$ cat src/rssw_pkg.sv
// constants and state types for the remote station status word block
// Operation
// bit refresh areas 16..512 points in 16-point steps, word areas 1..32 words.
// input areas together, and output areas together, at most 64 bytes each.
// bit refresh area start number is a multiple of 16.
// status word is 16 bits; only bits 7 and 15 mean anything.
// status bit 7 follows the stop-class error, refreshed each operation cycle.
// status bit 15 follows the continue-class error, refreshed each operation cycle.
// error flags clear on error reset command or station power-up.
// monitor area is ten words; words 4 to 9 read zero.
// monitor word 0 holds station state 0..3, refreshed each operation cycle.
// monitor word 1 captures the error code on stop or continue error.
// monitor word 1 clears on error reset or station power-up.
// monitor word 2 totals communication retries.
// monitor word 3 counts consecutive retries, zero after a good exchange.
// command bit 7 clears error code and flags when the error allows it.
// software holds the reset command until the error flag drops.
// non-resettable errors ignore the reset command, code and flags kept.
// command word is 16 bits, bit 7 sampled once per main cycle.
// all monitor words and flags reset to zero; unusable bits read zero.
package rssw_pkg;
	// register word offsets
	localparam logic [7:0] RSSW_OFF_RUN_STATE  = 8'h00;
	localparam logic [7:0] RSSW_OFF_ERR_CODE   = 8'h01;
	localparam logic [7:0] RSSW_OFF_RETRY_TOT  = 8'h02;
	localparam logic [7:0] RSSW_OFF_RETRY_CON  = 8'h03;
	localparam logic [7:0] RSSW_OFF_MON_LAST   = 8'h09;
	localparam logic [7:0] RSSW_OFF_ERR_FLAGS  = 8'h10;
	localparam logic [7:0] RSSW_OFF_CMD        = 8'h11;
	localparam logic [7:0] RSSW_OFF_IRQ_STAT   = 8'h12;
	localparam logic [7:0] RSSW_OFF_IRQ_MASK   = 8'h13;
	localparam logic [7:0] RSSW_OFF_IN_BITS    = 8'h14;
	localparam logic [7:0] RSSW_OFF_IN_WORDS   = 8'h15;
	localparam logic [7:0] RSSW_OFF_OUT_BITS   = 8'h16;
	localparam logic [7:0] RSSW_OFF_OUT_WORDS  = 8'h17;
	localparam logic [7:0] RSSW_OFF_IN_START   = 8'h18;
	localparam logic [7:0] RSSW_OFF_OUT_START  = 8'h19;
	localparam logic [7:0] RSSW_OFF_CFG_STAT   = 8'h1a;
	// field positions
	localparam int RSSW_BIT_STOP_ERR  = 7;
	localparam int RSSW_BIT_CONT_ERR  = 15;
	localparam int RSSW_BIT_ERR_RESET = 7;
	localparam int RSSW_IRQ_STOP      = 0;
	localparam int RSSW_IRQ_CONT      = 1;
	localparam int RSSW_IRQ_RETRY     = 2;
	localparam int RSSW_IRQ_CFG       = 3;
	localparam int RSSW_IRQ_W         = 4;
	// sizing limits of the refresh areas
	localparam logic [15:0] RSSW_BIT_MIN   = 16'h0010;
	localparam logic [15:0] RSSW_BIT_MAX   = 16'h0200;
	localparam logic [15:0] RSSW_WORD_MIN  = 16'h0001;
	localparam logic [15:0] RSSW_WORD_MAX  = 16'h0020;
	localparam logic [15:0] RSSW_BYTE_MAX  = 16'h0040;
	localparam logic [15:0] RSSW_ALIGN_MSK = 16'h000f;
	// reset values
	localparam logic [15:0] RSSW_RST_WORD  = 16'h0000;
	localparam logic [15:0] RSSW_RST_BITS  = 16'h0010;
	localparam logic [15:0] RSSW_RST_WORDS = 16'h0001;
	// station states reported on monitor word 0
	localparam logic [1:0] RSSW_ST_NOCOMM = 2'h0;
	localparam logic [1:0] RSSW_ST_STOP   = 2'h1;
	localparam logic [1:0] RSSW_ST_RUN    = 2'h2;
	localparam logic [1:0] RSSW_ST_ERROR  = 2'h3;

	// error-reset handshake phase
	typedef enum logic [2:0] {
		RSSW_RS_IDLE = 3'b001,
		RSSW_RS_HELD = 3'b010,
		RSSW_RS_DONE = 3'b100
	} rssw_rs_t;

	typedef struct packed {
		logic [1:0]          run_state;
		logic [15:0]         err_code;
		logic [15:0]         retry_tot;
		logic [15:0]         retry_con;
		logic                stop_err;
		logic                cont_err;
		logic [15:0]         cmd;
		logic                rst_req;
		rssw_rs_t            rs;
		logic [RSSW_IRQ_W-1:0] irq_stat;
		logic [RSSW_IRQ_W-1:0] irq_mask;
		logic [15:0]         in_bits;
		logic [15:0]         in_words;
		logic [15:0]         out_bits;
		logic [15:0]         out_words;
		logic [15:0]         in_start;
		logic [15:0]         out_start;
		logic [2:0]          cfg_err;
		logic                cfg_any;
		logic [15:0]         rdata;
		logic                irq;
	} rssw_state_t;
endpackage : rssw_pkg

$ cat src/rssw_top.sv
// status, monitor and command words for one remote station
//
// Strobed register access was chosen for this implementation.
`timescale 1ns/100ps
module rssw_top
	import rssw_pkg::*;
(
	// clock and reset
	input  wire logic        i_ref_clk,
	input  wire logic        i_rst,
	// controller cycle ticks
	input  wire logic        i_op_tick,
	input  wire logic        i_main_tick,
	// station report
	input  wire logic [1:0]  i_station_state,
	input  wire logic        i_stop_err,
	input  wire logic        i_cont_err,
	input  wire logic [15:0] i_err_code,
	input  wire logic        i_err_resettable,
	input  wire logic        i_station_powerup,
	input  wire logic        i_retry,
	input  wire logic        i_xfer_ok,
	// register port
	input  wire logic [7:0]  i_addr,
	input  wire logic [15:0] i_wdata,
	input  wire logic        i_wr,
	input  wire logic        i_rd,
	output logic      [15:0] o_rdata,
	// station side outputs
	output logic             o_err_reset,
	output logic             o_stop_err,
	output logic             o_cont_err,
	output logic             o_cfg_err,
	output logic             o_irq
);

	rssw_state_t s_reg;
	rssw_state_t s_next;

	logic [15:0] flags_word;
	logic [15:0] in_bytes;
	logic [15:0] out_bytes;
	logic        cfg_bad_size;
	logic        cfg_bad_sum;
	logic        cfg_bad_align;
	logic        err_any;
	logic        do_reset;
	logic [RSSW_IRQ_W-1:0] ev;
	logic [RSSW_IRQ_W-1:0] w1c;

	// status word: only the two error flags, the rest reads zero
	always_comb begin
		flags_word = RSSW_RST_WORD;
		flags_word[RSSW_BIT_STOP_ERR] = s_reg.stop_err;
		flags_word[RSSW_BIT_CONT_ERR] = s_reg.cont_err;
	end

	// area sizing checks; a bad setting is reported, not corrected
	assign in_bytes  = (s_reg.in_bits >> 3) + (s_reg.in_words << 1);
	assign out_bytes = (s_reg.out_bits >> 3) + (s_reg.out_words << 1);
	assign cfg_bad_size =
		(s_reg.in_bits < RSSW_BIT_MIN) || (s_reg.in_bits > RSSW_BIT_MAX) ||
		((s_reg.in_bits & RSSW_ALIGN_MSK) != 16'h0000) ||
		(s_reg.out_bits < RSSW_BIT_MIN) || (s_reg.out_bits > RSSW_BIT_MAX) ||
		((s_reg.out_bits & RSSW_ALIGN_MSK) != 16'h0000) ||
		(s_reg.in_words < RSSW_WORD_MIN) || (s_reg.in_words > RSSW_WORD_MAX) ||
		(s_reg.out_words < RSSW_WORD_MIN) || (s_reg.out_words > RSSW_WORD_MAX);
	assign cfg_bad_sum = (in_bytes > RSSW_BYTE_MAX) || (out_bytes > RSSW_BYTE_MAX);
	assign cfg_bad_align = ((s_reg.in_start & RSSW_ALIGN_MSK) != 16'h0000) ||
		((s_reg.out_start & RSSW_ALIGN_MSK) != 16'h0000);

	assign err_any = s_reg.stop_err || s_reg.cont_err;

	// reset is taken only on a main cycle, and only if the station allows it
	assign do_reset = i_main_tick && s_reg.cmd[RSSW_BIT_ERR_RESET] &&
		i_err_resettable;

	// write-one-to-clear mask for the interrupt status
	assign w1c = (i_wr && (i_addr == RSSW_OFF_IRQ_STAT)) ?
		i_wdata[RSSW_IRQ_W-1:0] : {RSSW_IRQ_W{1'b0}};

	// next state
	always_comb begin
		s_next = s_reg;
		ev = {RSSW_IRQ_W{1'b0}};

		// station state word refreshed each operation cycle
		if (i_op_tick) begin
			s_next.run_state = i_station_state;
		end

		// error flags: clear first, a fresh report in the same cycle wins over the reset command but not over power-up
		if (do_reset || i_station_powerup) begin
			s_next.stop_err = 1'b0;
			s_next.cont_err = 1'b0;
			s_next.err_code = RSSW_RST_WORD;
		end
		if (i_op_tick && i_stop_err && !i_station_powerup) begin
			s_next.stop_err = 1'b1;
			s_next.err_code = i_err_code;
			ev[RSSW_IRQ_STOP] = !s_reg.stop_err;
		end
		if (i_op_tick && i_cont_err && !i_station_powerup) begin
			s_next.cont_err = 1'b1;
			if (!i_stop_err) begin
				s_next.err_code = i_err_code;
			end
			ev[RSSW_IRQ_CONT] = !s_reg.cont_err;
		end

		// retry counters saturate rather than wrap
		if (i_retry) begin
			if (s_reg.retry_tot != 16'hffff) begin
				s_next.retry_tot = s_reg.retry_tot + 16'h0001;
			end
			if (s_reg.retry_con != 16'hffff) begin
				s_next.retry_con = s_reg.retry_con + 16'h0001;
			end
			ev[RSSW_IRQ_RETRY] = 1'b1;
		end else if (i_xfer_ok) begin
			s_next.retry_con = RSSW_RST_WORD;
		end

		// sizing check result, event when a fault appears while none was set
		s_next.cfg_err = {cfg_bad_align, cfg_bad_sum, cfg_bad_size};
		// kept as its own flop so the fault pin needs no gate after the register
		s_next.cfg_any = cfg_bad_align || cfg_bad_sum || cfg_bad_size;
		ev[RSSW_IRQ_CFG] = (s_next.cfg_err != 3'h0) && (s_reg.cfg_err == 3'h0);

		// reset handshake phase, software releases the command after the flags drop
		unique case (s_reg.rs)
			RSSW_RS_IDLE: begin
				if (s_reg.cmd[RSSW_BIT_ERR_RESET]) begin
					s_next.rs = RSSW_RS_HELD;
				end
			end
			RSSW_RS_HELD: begin
				if (!s_reg.cmd[RSSW_BIT_ERR_RESET]) begin
					s_next.rs = RSSW_RS_IDLE;
				end else if (!err_any) begin
					s_next.rs = RSSW_RS_DONE;
				end
			end
			RSSW_RS_DONE: begin
				if (!s_reg.cmd[RSSW_BIT_ERR_RESET]) begin
					s_next.rs = RSSW_RS_IDLE;
				end
			end
			default: begin
				s_next.rs = RSSW_RS_IDLE;
			end
		endcase
		if (i_main_tick) begin
			s_next.rst_req = s_reg.cmd[RSSW_BIT_ERR_RESET];
		end

		// register writes; only bit 7 of the command word is kept
		if (i_wr) begin
			unique case (i_addr)
				RSSW_OFF_CMD: begin
					s_next.cmd = RSSW_RST_WORD;
					s_next.cmd[RSSW_BIT_ERR_RESET] = i_wdata[RSSW_BIT_ERR_RESET];
				end
				RSSW_OFF_IRQ_MASK: s_next.irq_mask  = i_wdata[RSSW_IRQ_W-1:0];
				RSSW_OFF_IN_BITS:  s_next.in_bits   = i_wdata;
				RSSW_OFF_IN_WORDS: s_next.in_words  = i_wdata;
				RSSW_OFF_OUT_BITS: s_next.out_bits  = i_wdata;
				RSSW_OFF_OUT_WORDS: s_next.out_words = i_wdata;
				RSSW_OFF_IN_START: s_next.in_start  = i_wdata;
				RSSW_OFF_OUT_START: s_next.out_start = i_wdata;
				default: begin
				end
			endcase
		end

		// sticky interrupt status, a new event beats a clear
		s_next.irq_stat = (s_reg.irq_stat & ~w1c) | ev;
		s_next.irq = |(s_next.irq_stat & s_next.irq_mask);

		// read data one cycle after the strobe; unusable words read zero
		s_next.rdata = RSSW_RST_WORD;
		if (i_rd) begin
			unique case (i_addr)
				RSSW_OFF_RUN_STATE:  s_next.rdata = {14'h0000, s_reg.run_state};
				RSSW_OFF_ERR_CODE:   s_next.rdata = s_reg.err_code;
				RSSW_OFF_RETRY_TOT:  s_next.rdata = s_reg.retry_tot;
				RSSW_OFF_RETRY_CON:  s_next.rdata = s_reg.retry_con;
				RSSW_OFF_ERR_FLAGS:  s_next.rdata = flags_word;
				RSSW_OFF_CMD:        s_next.rdata = s_reg.cmd;
				RSSW_OFF_IRQ_STAT:   s_next.rdata = {12'h000, s_reg.irq_stat};
				RSSW_OFF_IRQ_MASK:   s_next.rdata = {12'h000, s_reg.irq_mask};
				RSSW_OFF_IN_BITS:    s_next.rdata = s_reg.in_bits;
				RSSW_OFF_IN_WORDS:   s_next.rdata = s_reg.in_words;
				RSSW_OFF_OUT_BITS:   s_next.rdata = s_reg.out_bits;
				RSSW_OFF_OUT_WORDS:  s_next.rdata = s_reg.out_words;
				RSSW_OFF_IN_START:   s_next.rdata = s_reg.in_start;
				RSSW_OFF_OUT_START:  s_next.rdata = s_reg.out_start;
				RSSW_OFF_CFG_STAT:   s_next.rdata = {13'h0000, s_reg.cfg_err};
				default:             s_next.rdata = RSSW_RST_WORD;
			endcase
		end
	end

	// state register; everything software sees starts at zero except the area sizes, which start at 16 points and 1 word
	always_ff @(posedge i_ref_clk) begin
		if (i_rst) begin
			s_reg.run_state <= RSSW_ST_NOCOMM;
			s_reg.err_code  <= RSSW_RST_WORD;
			s_reg.retry_tot <= RSSW_RST_WORD;
			s_reg.retry_con <= RSSW_RST_WORD;
			s_reg.stop_err  <= 1'b0;
			s_reg.cont_err  <= 1'b0;
			s_reg.cmd       <= RSSW_RST_WORD;
			s_reg.rst_req   <= 1'b0;
			s_reg.rs        <= RSSW_RS_IDLE;
			s_reg.irq_stat  <= {RSSW_IRQ_W{1'b0}};
			s_reg.irq_mask  <= {RSSW_IRQ_W{1'b0}};
			s_reg.in_bits   <= RSSW_RST_BITS;
			s_reg.in_words  <= RSSW_RST_WORDS;
			s_reg.out_bits  <= RSSW_RST_BITS;
			s_reg.out_words <= RSSW_RST_WORDS;
			s_reg.in_start  <= RSSW_RST_WORD;
			s_reg.out_start <= RSSW_RST_WORD;
			s_reg.cfg_err   <= 3'h0;
			s_reg.cfg_any   <= 1'b0;
			s_reg.rdata     <= RSSW_RST_WORD;
			s_reg.irq       <= 1'b0;
		end else begin
			s_reg <= s_next;
		end
	end

	// outputs straight from flops
	assign o_rdata     = s_reg.rdata;
	assign o_err_reset = s_reg.rst_req;
	assign o_stop_err  = s_reg.stop_err;
	assign o_cont_err  = s_reg.cont_err;
	assign o_cfg_err   = s_reg.cfg_any;
	assign o_irq       = s_reg.irq;

endmodule : rssw_top

$ cat config.mk
export PLATFORM = sky130hd
export DESIGN_NAME = rssw_top
export DESIGN_NICKNAME = d
export VERILOG_FILES = /design/src/rssw_pkg.sv /design/src/rssw_top.sv
export SDC_FILE = /design/constraint.sdc
export NUM_CORES = 1
export LEC_CHECK = 0
export BUFFER_PORTS_ARGS = -buffer_cell sky130_fd_sc_hd__buf_2
export CAP_MARGIN = 5
export CORE_ASPECT_RATIO = 1.2
export CORE_MARGIN = 5
export CORE_UTILIZATION = 54
export DETAILED_ROUTE_END_ITERATION = 8
export PLACE_DENSITY = 0.76
export SLEW_MARGIN = 30
export SYNTH_ARGS = -nofsm -noshare
export SYNTH_HDL_FRONTEND = slang
export SYNTH_SLANG_ARGS = --single-unit
export TNS_END_PERCENT = 50
$ cat constraint.sdc
create_clock -name i_ref_clk -period 3.27 [get_ports i_ref_clk]
set_clock_uncertainty 0.15 [all_clocks]
set_input_delay 0.327 -clock i_ref_clk [delete_from_list [all_inputs] [get_ports i_ref_clk]]
set_output_delay 0.327 -clock i_ref_clk [all_outputs]
set_load 0.05 [all_outputs]
==> results of run 1 <==
## power by group through the flow
stage	Clock (mW)	Combinational [mW]	Sequential, mW
after global placement	0	0.219	2.27
final	2.13	0.247	2.22
after floorplan	0	0.123	2.26
after CTS	2.13	0.241	2.22
after detailed placement	0	0.221	2.27
after global routing	2.23	0.266	2.22
## layout make-up
cell class / count / area (sq um)
clock buffers: 20 / 437
clock inverters: 12 / 170
fillers: 1422 / 5840
inverters: 14 / 52.6
multi-input cells: 912 / 5280
flip-flops and latches: 179 / 3590
well taps: 216 / 270
repair buffers: 177 / 1220
## logic make-up (layout without fill, tap and decap cells)
kind of cell / after synthesis / in the layout / share of synthesized area, %
buffers and inverters: 95 / 223 / 4.61
xor gates and xnor gates: 35 / 35 / 3.32
adders and majority gates: 28 / 28 / 3.96
AOI/OAI and AO/OA: 319 / 319 / 21.4
DFF: 179 / 179 / 38.8
muxes: 30 / 30 / 3.72
and+or+nand+nor: 500 / 500 / 24.2
## per-layer routing
layer	wire (um)	vias up
li1	-	4426
met1	11400	4368
met2	14400	492
met3	2510	126
met4	1730	0
met5	0	-
## timing repair
| action | in CTS | in global routing |
|---|---|---|
| pin swaps | 8 | 6 |
| hold buffers | 18 | 0 |
| buffers inserted | 4 | 1 |
| endpoints found under the hold margin | 18 | 0 |
| gates resized for setup | 10 | 5 |
| setup endpoints to repair | 3 | 4 |
## worst paths after layout
path / endpoint / slack [ns]
worst max-delay path: s_reg[124] / -0.01
worst min-delay path: o_err_reset / 0.02
worst max register to register: s_reg[124] / -0.01
worst min register to register: s_reg[43] / 0.31
## worst min-delay path, stage by stage
cell,delay [ns]
buf_2,0.10
mux2i_1,0.07
nor2_1,0.08
## through the flow
stage               setup WS (ns)  instance area (sq um)  utilization (%)
finish                    -0.0147                  11000             65.3
global route               -0.109                  11000             65.3
CTS                       0.00840                  11000             65.2
detailed placement         -0.228                  10100             60.1
global placement           -0.186                  10100             60.1
floorplan                   0.107                   9230                -
## placed cells by master (no fill, tap or decap), drive strengths merged, types with 4 or more instances in the layout
cell         count
nor2b            6
o211ai           8
a31oi           19
clkbuf          20
or3              6
dfxtp          179
o21a             5
mux2            14
a221oi          14
xnor2           15
nand2          279
and3            10
nor2            72
a222oi           4
or4              8
mux2i           14
o21bai           4
a21oi          157
a22oi           28
o22ai            5
and2             5
a211oi           4
ha              26
nor4            15
buf            159
nand3b           6
o21ai           39
nand4           10
nand2b           6
xor2            20
inv             19
dlygate4sd3     18
a21o             7
nor3            22
nand3           41
==> parameters.txt, run 1 <==
Parameter                              Value

STA
  Setup TNS ... -0.0280 ns
  Fmax ... 304 MHz
  Number of pins exceeding their max-slew limit in the final report ... 0
  Final setup violation count ... 2
  Unrepaired setup endpoints after global routing ... yes
  Worst Tran Pin Value ... 0.823 ns
  Worst Hold Slack ... 0.0184 ns
  Post-route fraction of the period consumed by the critical path ... 100%
  Final Hold Viols ... 0
  Final WS setup ... -0.0147 ns
  Time the worst path needs with I/O delays and setup ... 3.28 ns
  Worst slew margin relative to its limit ... 45.1%

Status
  Violations in the final reports ... setup timing
  Run status ... complete, but fails checks

Hold path
  Beginning of the worst hold path ... i_main_tick
  Class of the worst hold path ... in -> reg
  Hold path depth ... 3

Power and ir drop
  Final Power ... 4.59 mW
  Leakage power figure ... 4.22 nW
  Proportion of power drawn by flip-flops and latches ... 48.3%
  Switching share of power ... 23.6%
  Max rail drop VDD ... 376 uV
  Proportion of power drawn by combinational gates ... 5.4%
  Int Power ... 3.51 mW
  Power per Cell Area ... 417 nW/um^2
  Switching component of the power ... 1.08 mW
  Clock group share of total power ... 46.3%

Logic synthesis
  Number of different library cells in the post-synthesis netlist ... 73
  Number of synthesized flops with an enable pin ... 0
  Top cells by instance count after synthesis ... 279 x nand2_1, 179 x dfxtp_1, 157 x a21oi_1, 72 x nor2_1, 61 x clkbuf_1
  Total number of yosys warnings ... 0
  Number of nets in the synthesized netlist ... 1268
  Cell with the most instances after synthesis ... nand2_1
  Post-synth top area share ... 38.8%
  Synth Cell Area ... 9230 sq um
  Synthesized flop and latch total ... 179
  Most area-hungry cell type in the Yosys netlist ... dfxtp_1
  Async set-or-reset flop fraction in the synthesized netlist ... 0%
  Post-Synthesis Mean Instance Area ... 7.78 sq um
  Number of instances in the synthesized netlist ... 1186
  Sequential-to-total area share from yosys stat ... 38.8%
  Predominant post-synthesis flop cell ... dfxtp_1
  Synth area leaders ... dfxtp_1 39%, nand2_1 11%, a21oi_1 8.5%, ha_1 3.5%, nor2_1 2.9%

Global route
  GR Util met2 ... 50.6%
  Met3 GRT Util ... 5.72%
  Remaining global-route overflow ... 0
  Antenna violations before repair ... 0
  Largest net degree at the start of global routing ... 95
  Global route hottest layer ... met2
  Global-route wire length before repair ... 47.5 mm
  Met1 usage in global routing ... 36.4%
  All-layer global routing usage ... 30.3%
  Number of global-route vias before repair ... 9166

Die
  Cell row count ... 52
  Die boundary width ... 129 um
  Area of the placeable core ... 16900 sq um
  Overall die area ... 19800 sq um
  Die height ... 153 um
  # IOs ... 75
  Effective utilization at floorplan ... 54.8%

Clocking
  Clock Tree Root ... clkbuf_16
  CTS buffer count ... 17
  Number of H-tree branching levels ... 4
  Clk sink count ... 179
  Clock buffer depth ... 2
  Clock latency of the later-clocked register in the worst-skew pair ... 0.43 ns
  Clock tree from TritonCTS ... done
  Clock transition at the register clock pins on the worst setup and hold paths after CTS ... 0.07 ns

Worst setup path
  Sort of element at the end of the critical path ... flop
  Critical path cell sequence ... ha_2 -> o211ai_1 -> o211ai_1 -> a311oi_2 -> buf_4 -> or2_2 -> a221o_2 -> a2111o_1 -> nor4b_4 -> buf_4 -> o22ai_1
  Cells on worst reg2reg path ... 11
  Startpoint class of the critical path ... flop
  Top fanout value on the critical path ... 3
  Type of the worst setup path ... reg -> reg
  Critical path's top delay family ... compound AO/OA/AOI/OAI gates
  Number of logic stages on the critical path including buffering ... 11
  Beginning of the critical path ... s_reg[88]
  Worst-path cell with the longest stage delay ... a2111o_1
  WP data required ... 3.41 ns
  Crit path buffers/inverters ... 2
  Data arrival time of the worst path ... 3.43 ns
  Launch point of the worst reg-to-reg path ... s_reg[88]
  Delay of the slowest cell on the worst path ... 0.41 ns

Place
  Port Buffers ... 74
  Placed cell count ... 1475
  DP Wirelength ... 22.1 mm
  Final weighted congestion of routability-driven global placement ... 0.944

Flow run
  Maxcap violations ... 0

Route
  Post-DRT Antenna Nets ... 0
  Post-Route WL ... 30.0 mm
  Vias ... 9412
  Drt wl/cell ... 19.6 um
  Number of vias per cell after detailed routing ... 6.15
  Pre-Repair DR Iteration Count ... 6
  Number of DRC violations after detailed routing ... 0
  Number of DRC violations after detailed-routing iteration 0 ... 1051

Layout
  Number of flip-flops under the largest register name ... 158
  Area growth syn-to-layout ... 19.3%
  Fin nets ... 1383
  Number of antenna repair diodes ... 0
  Fraction of layout cells with a size suffix above 1 ... 17.7%
  Post-route non-filler standard cell count ... 1530
Note: power is estimated with default switching activity, not from simulation.
==> run 2: changes to the inputs <==
==> constraint.sdc (replaced) <==
create_clock -name i_ref_clk -period 3.27 [get_ports i_ref_clk]
set_clock_uncertainty 0.15 [all_clocks]
set_input_delay 0.654 -clock i_ref_clk [delete_from_list [all_inputs] [get_ports i_ref_clk]]
set_output_delay 0.654 -clock i_ref_clk [all_outputs]
set_load 0.05 [all_outputs]
==> parameters.txt, run 2 (synthesized netlist as in run 1, its figures left out) <==
Parameter                              Value

Clocking
  CTS buffer count ... 17 (unchanged)
  Clk sink count ... 179 (unchanged)
  Clock Tree Root ... clkbuf_16
  Clock tree from TritonCTS ... done
  Clock buffer depth ... 2 (unchanged)
  Hold buffers post-CTS ... 0 (-18)
  Clock latency of the later-clocked register in the worst-skew pair ... 0.44 ns (about the same)
  Number of H-tree branching levels ... 4 (unchanged)
  Clock transition at the register clock pins on the worst setup and hold paths after CTS ... 0.07 ns (about the same)

Global route
  Remaining global-route overflow ... 0 (unchanged)
  Global-route wire length before repair ... 47.1 mm (-0.81%)
  All-layer global routing usage ... 30.0% (-0.34 points)
  Antenna violations before repair ... 0 (unchanged)
  Largest net degree at the start of global routing ... 77 (-19%)
  Number of global-route vias before repair ... 9056 (-1.2%)

Place
  Final weighted congestion of routability-driven global placement ... 0.976 (+3.4%)
  Port Buffers ... 74 (unchanged)
  Placed cell count ... 1475 (unchanged)
  Area post-placement ... 10100 sq um (unchanged)
  DP Wirelength ... 22.2 mm (+0.56%)

Hold path
  Class of the worst hold path ... in -> reg
  Hold path depth ... 3 (unchanged)

Route
  Number of vias per cell after detailed routing ... 6.16 (+0.10%)
  Post-Route WL ... 29.4 mm (-1.9%)
  Number of DRC violations after detailed-routing iteration 0 ... 981 (-6.7%)
  Post-DRT Antenna Nets ... 0 (unchanged)
  Pre-Repair DR Iteration Count ... 6 (unchanged)
  Number of DRC violations after detailed routing ... 0 (unchanged)
  Vias ... 9317 (-1.0%)
  Drt wl/cell ... 19.5 um (-0.84%)

Layout
  Fin nets ... 1366 (-1.2%)
  Post-route design area ... 10800 sq um (-1.5%)
  Most frequent standard cell in the layout excluding fill and tap cells ... nand2_1
  Number of antenna repair diodes ... 0 (unchanged)
  Area growth syn-to-layout ... 17.5%
  Fraction of layout cells with a size suffix above 1 ... 17.9% (+0.16 points)
  Post-route non-filler standard cell count ... 1513 (-1.1%)
  Number of flip-flops under the largest register name ... 158 (unchanged)
  Most frequent cells in the layout ... 279 x nand2_1, 177 x dfxtp_1, 157 x a21oi_1, 85 x buf_4, 73 x buf_2

STA
  Final setup violation count ... 2 (unchanged)
  Time the worst path needs with I/O delays and setup ... 3.29 ns (+0.00480 ns)
  Number of pins exceeding their max-slew limit in the final report ... 0 (unchanged)
  Worst Hold Slack ... 0.292 ns (+0.274 ns)
  Worst Tran Pin Value ... 0.714 ns (-0.109 ns)
  Final Hold Viols ... 0 (unchanged)
  Unrepaired setup endpoints after global routing ... yes
  Final WS setup ... -0.0195 ns (-0.00480 ns)
  Fmax ... 304 MHz (-0.15%)
  Setup TNS ... -0.0327 ns (-0.00466 ns)
  Worst slew margin relative to its limit ... 52.3% (+7.2 points)
  Post-route fraction of the period consumed by the critical path ... 101% (+0.15 points)

Die
  Cell row count ... 52 (unchanged)
  Die boundary width ... 129 um (unchanged)
  # IOs ... 75 (unchanged)
  Die height ... 153 um (unchanged)
  Effective utilization at floorplan ... 54.8% (unchanged)
  Area of the placeable core ... 16900 sq um (unchanged)
  Overall die area ... 19800 sq um (unchanged)

Worst setup path
  Cells on worst reg2reg path ... 10 (-1)
  Sort of element at the end of the critical path ... flop
  Top fanout value on the critical path ... 5 (+2)
  Type of the worst setup path ... reg -> reg
  WP data required ... 3.44 ns (+0.03 ns)
  Startpoint class of the critical path ... flop
  Data arrival time of the worst path ... 3.46 ns (+0.03 ns)

Flow run
  Maxcap violations ... 0 (unchanged)

Power and ir drop
  Leakage power figure ... 4.16 nW (-1.3%)
  Max rail drop VDD ... 319 uV (-15%)
  Power per Cell Area ... 423 nW/um^2 (+1.5%)

Status
  Violations in the final reports ... setup timing
  Run status ... complete, but fails checks
## run 2: changes by cell type in the layout (fill, tap and decap cells not counted), sizes merged
cell | before | now
clkinvlp | 1 | 3
dlygate4sd3 | 18 | 0
buf | 159 | 160
clkbuf | 20 | 19
inv | 19 | 18
## run 2: what timing repair did
item / in CTS / in global routing
endpoints found under the setup margin: 3 / 4
resized for setup: 8 / 4
pin swaps: 5 / 2
setup buffers: 3 / 3
## run 2: final timing paths
kind         slack [ns]          to            from
max               -0.02       o_irq       s_reg[74]
max reg2reg       -0.02       o_irq       s_reg[74]
min                0.29  s_reg[191]  i_err_code[12]
min reg2reg        0.30   s_reg[49]       s_reg[49]
## run 2: per-layer routing
metal  wire [um]  vias to the layer above  GRT usage [%]  share of wire [%]
met4        2010                        0           18.4                6.8
li1            -                     4388              -                  -
met2       13800                      499           48.6                 47
met1       11300                     4290           36.4                 38
met5           0                        -              0                  0
met3        2340                      140           5.62                8.0
## run 2: area by class of cell
cell class                 count  area [sq um]
tap                          216           270
sequential                   179          3590
fill                        1472          6010
multi-input combinational    912          5280
inverter                      14          52.6
clock inverter                13           173
clock buffer                  19           443
timing repair buffer         160          1040
## run 2: critical path: stages (launching register included)
cell      delay [ns]
dfxtp_1         0.44
ha_1            0.29
a211o_1         0.28
a21o_1          0.19
o31a_2          0.33
o21ai_2         0.20
xnor2_1         0.15
or4b_1          0.58
nor4b_4         0.27
buf_4           0.18
o211ai_1        0.09
## run 2: through the flow
step           power, mW  util, %  setup slack [ns]
2_1_floorplan       2.39        -             0.107
3_3_place_gp        2.49     60.1            -0.191
3_5_place_dp        2.49     60.1            -0.239
4_1_cts             4.59     64.1           0.00241
5_1_grt             4.71     64.3            -0.167
6_report            4.59     64.3           -0.0195
## run 2: power by group
group | internal, mW | total [mW] | switching (mW) | leakage, nW
clock | 1.24 | 2.14 | 0.904 | 0.292
combinational | 0.0758 | 0.231 | 0.155 | 2.43
sequential | 2.20 | 2.22 | 0.0176 | 1.44
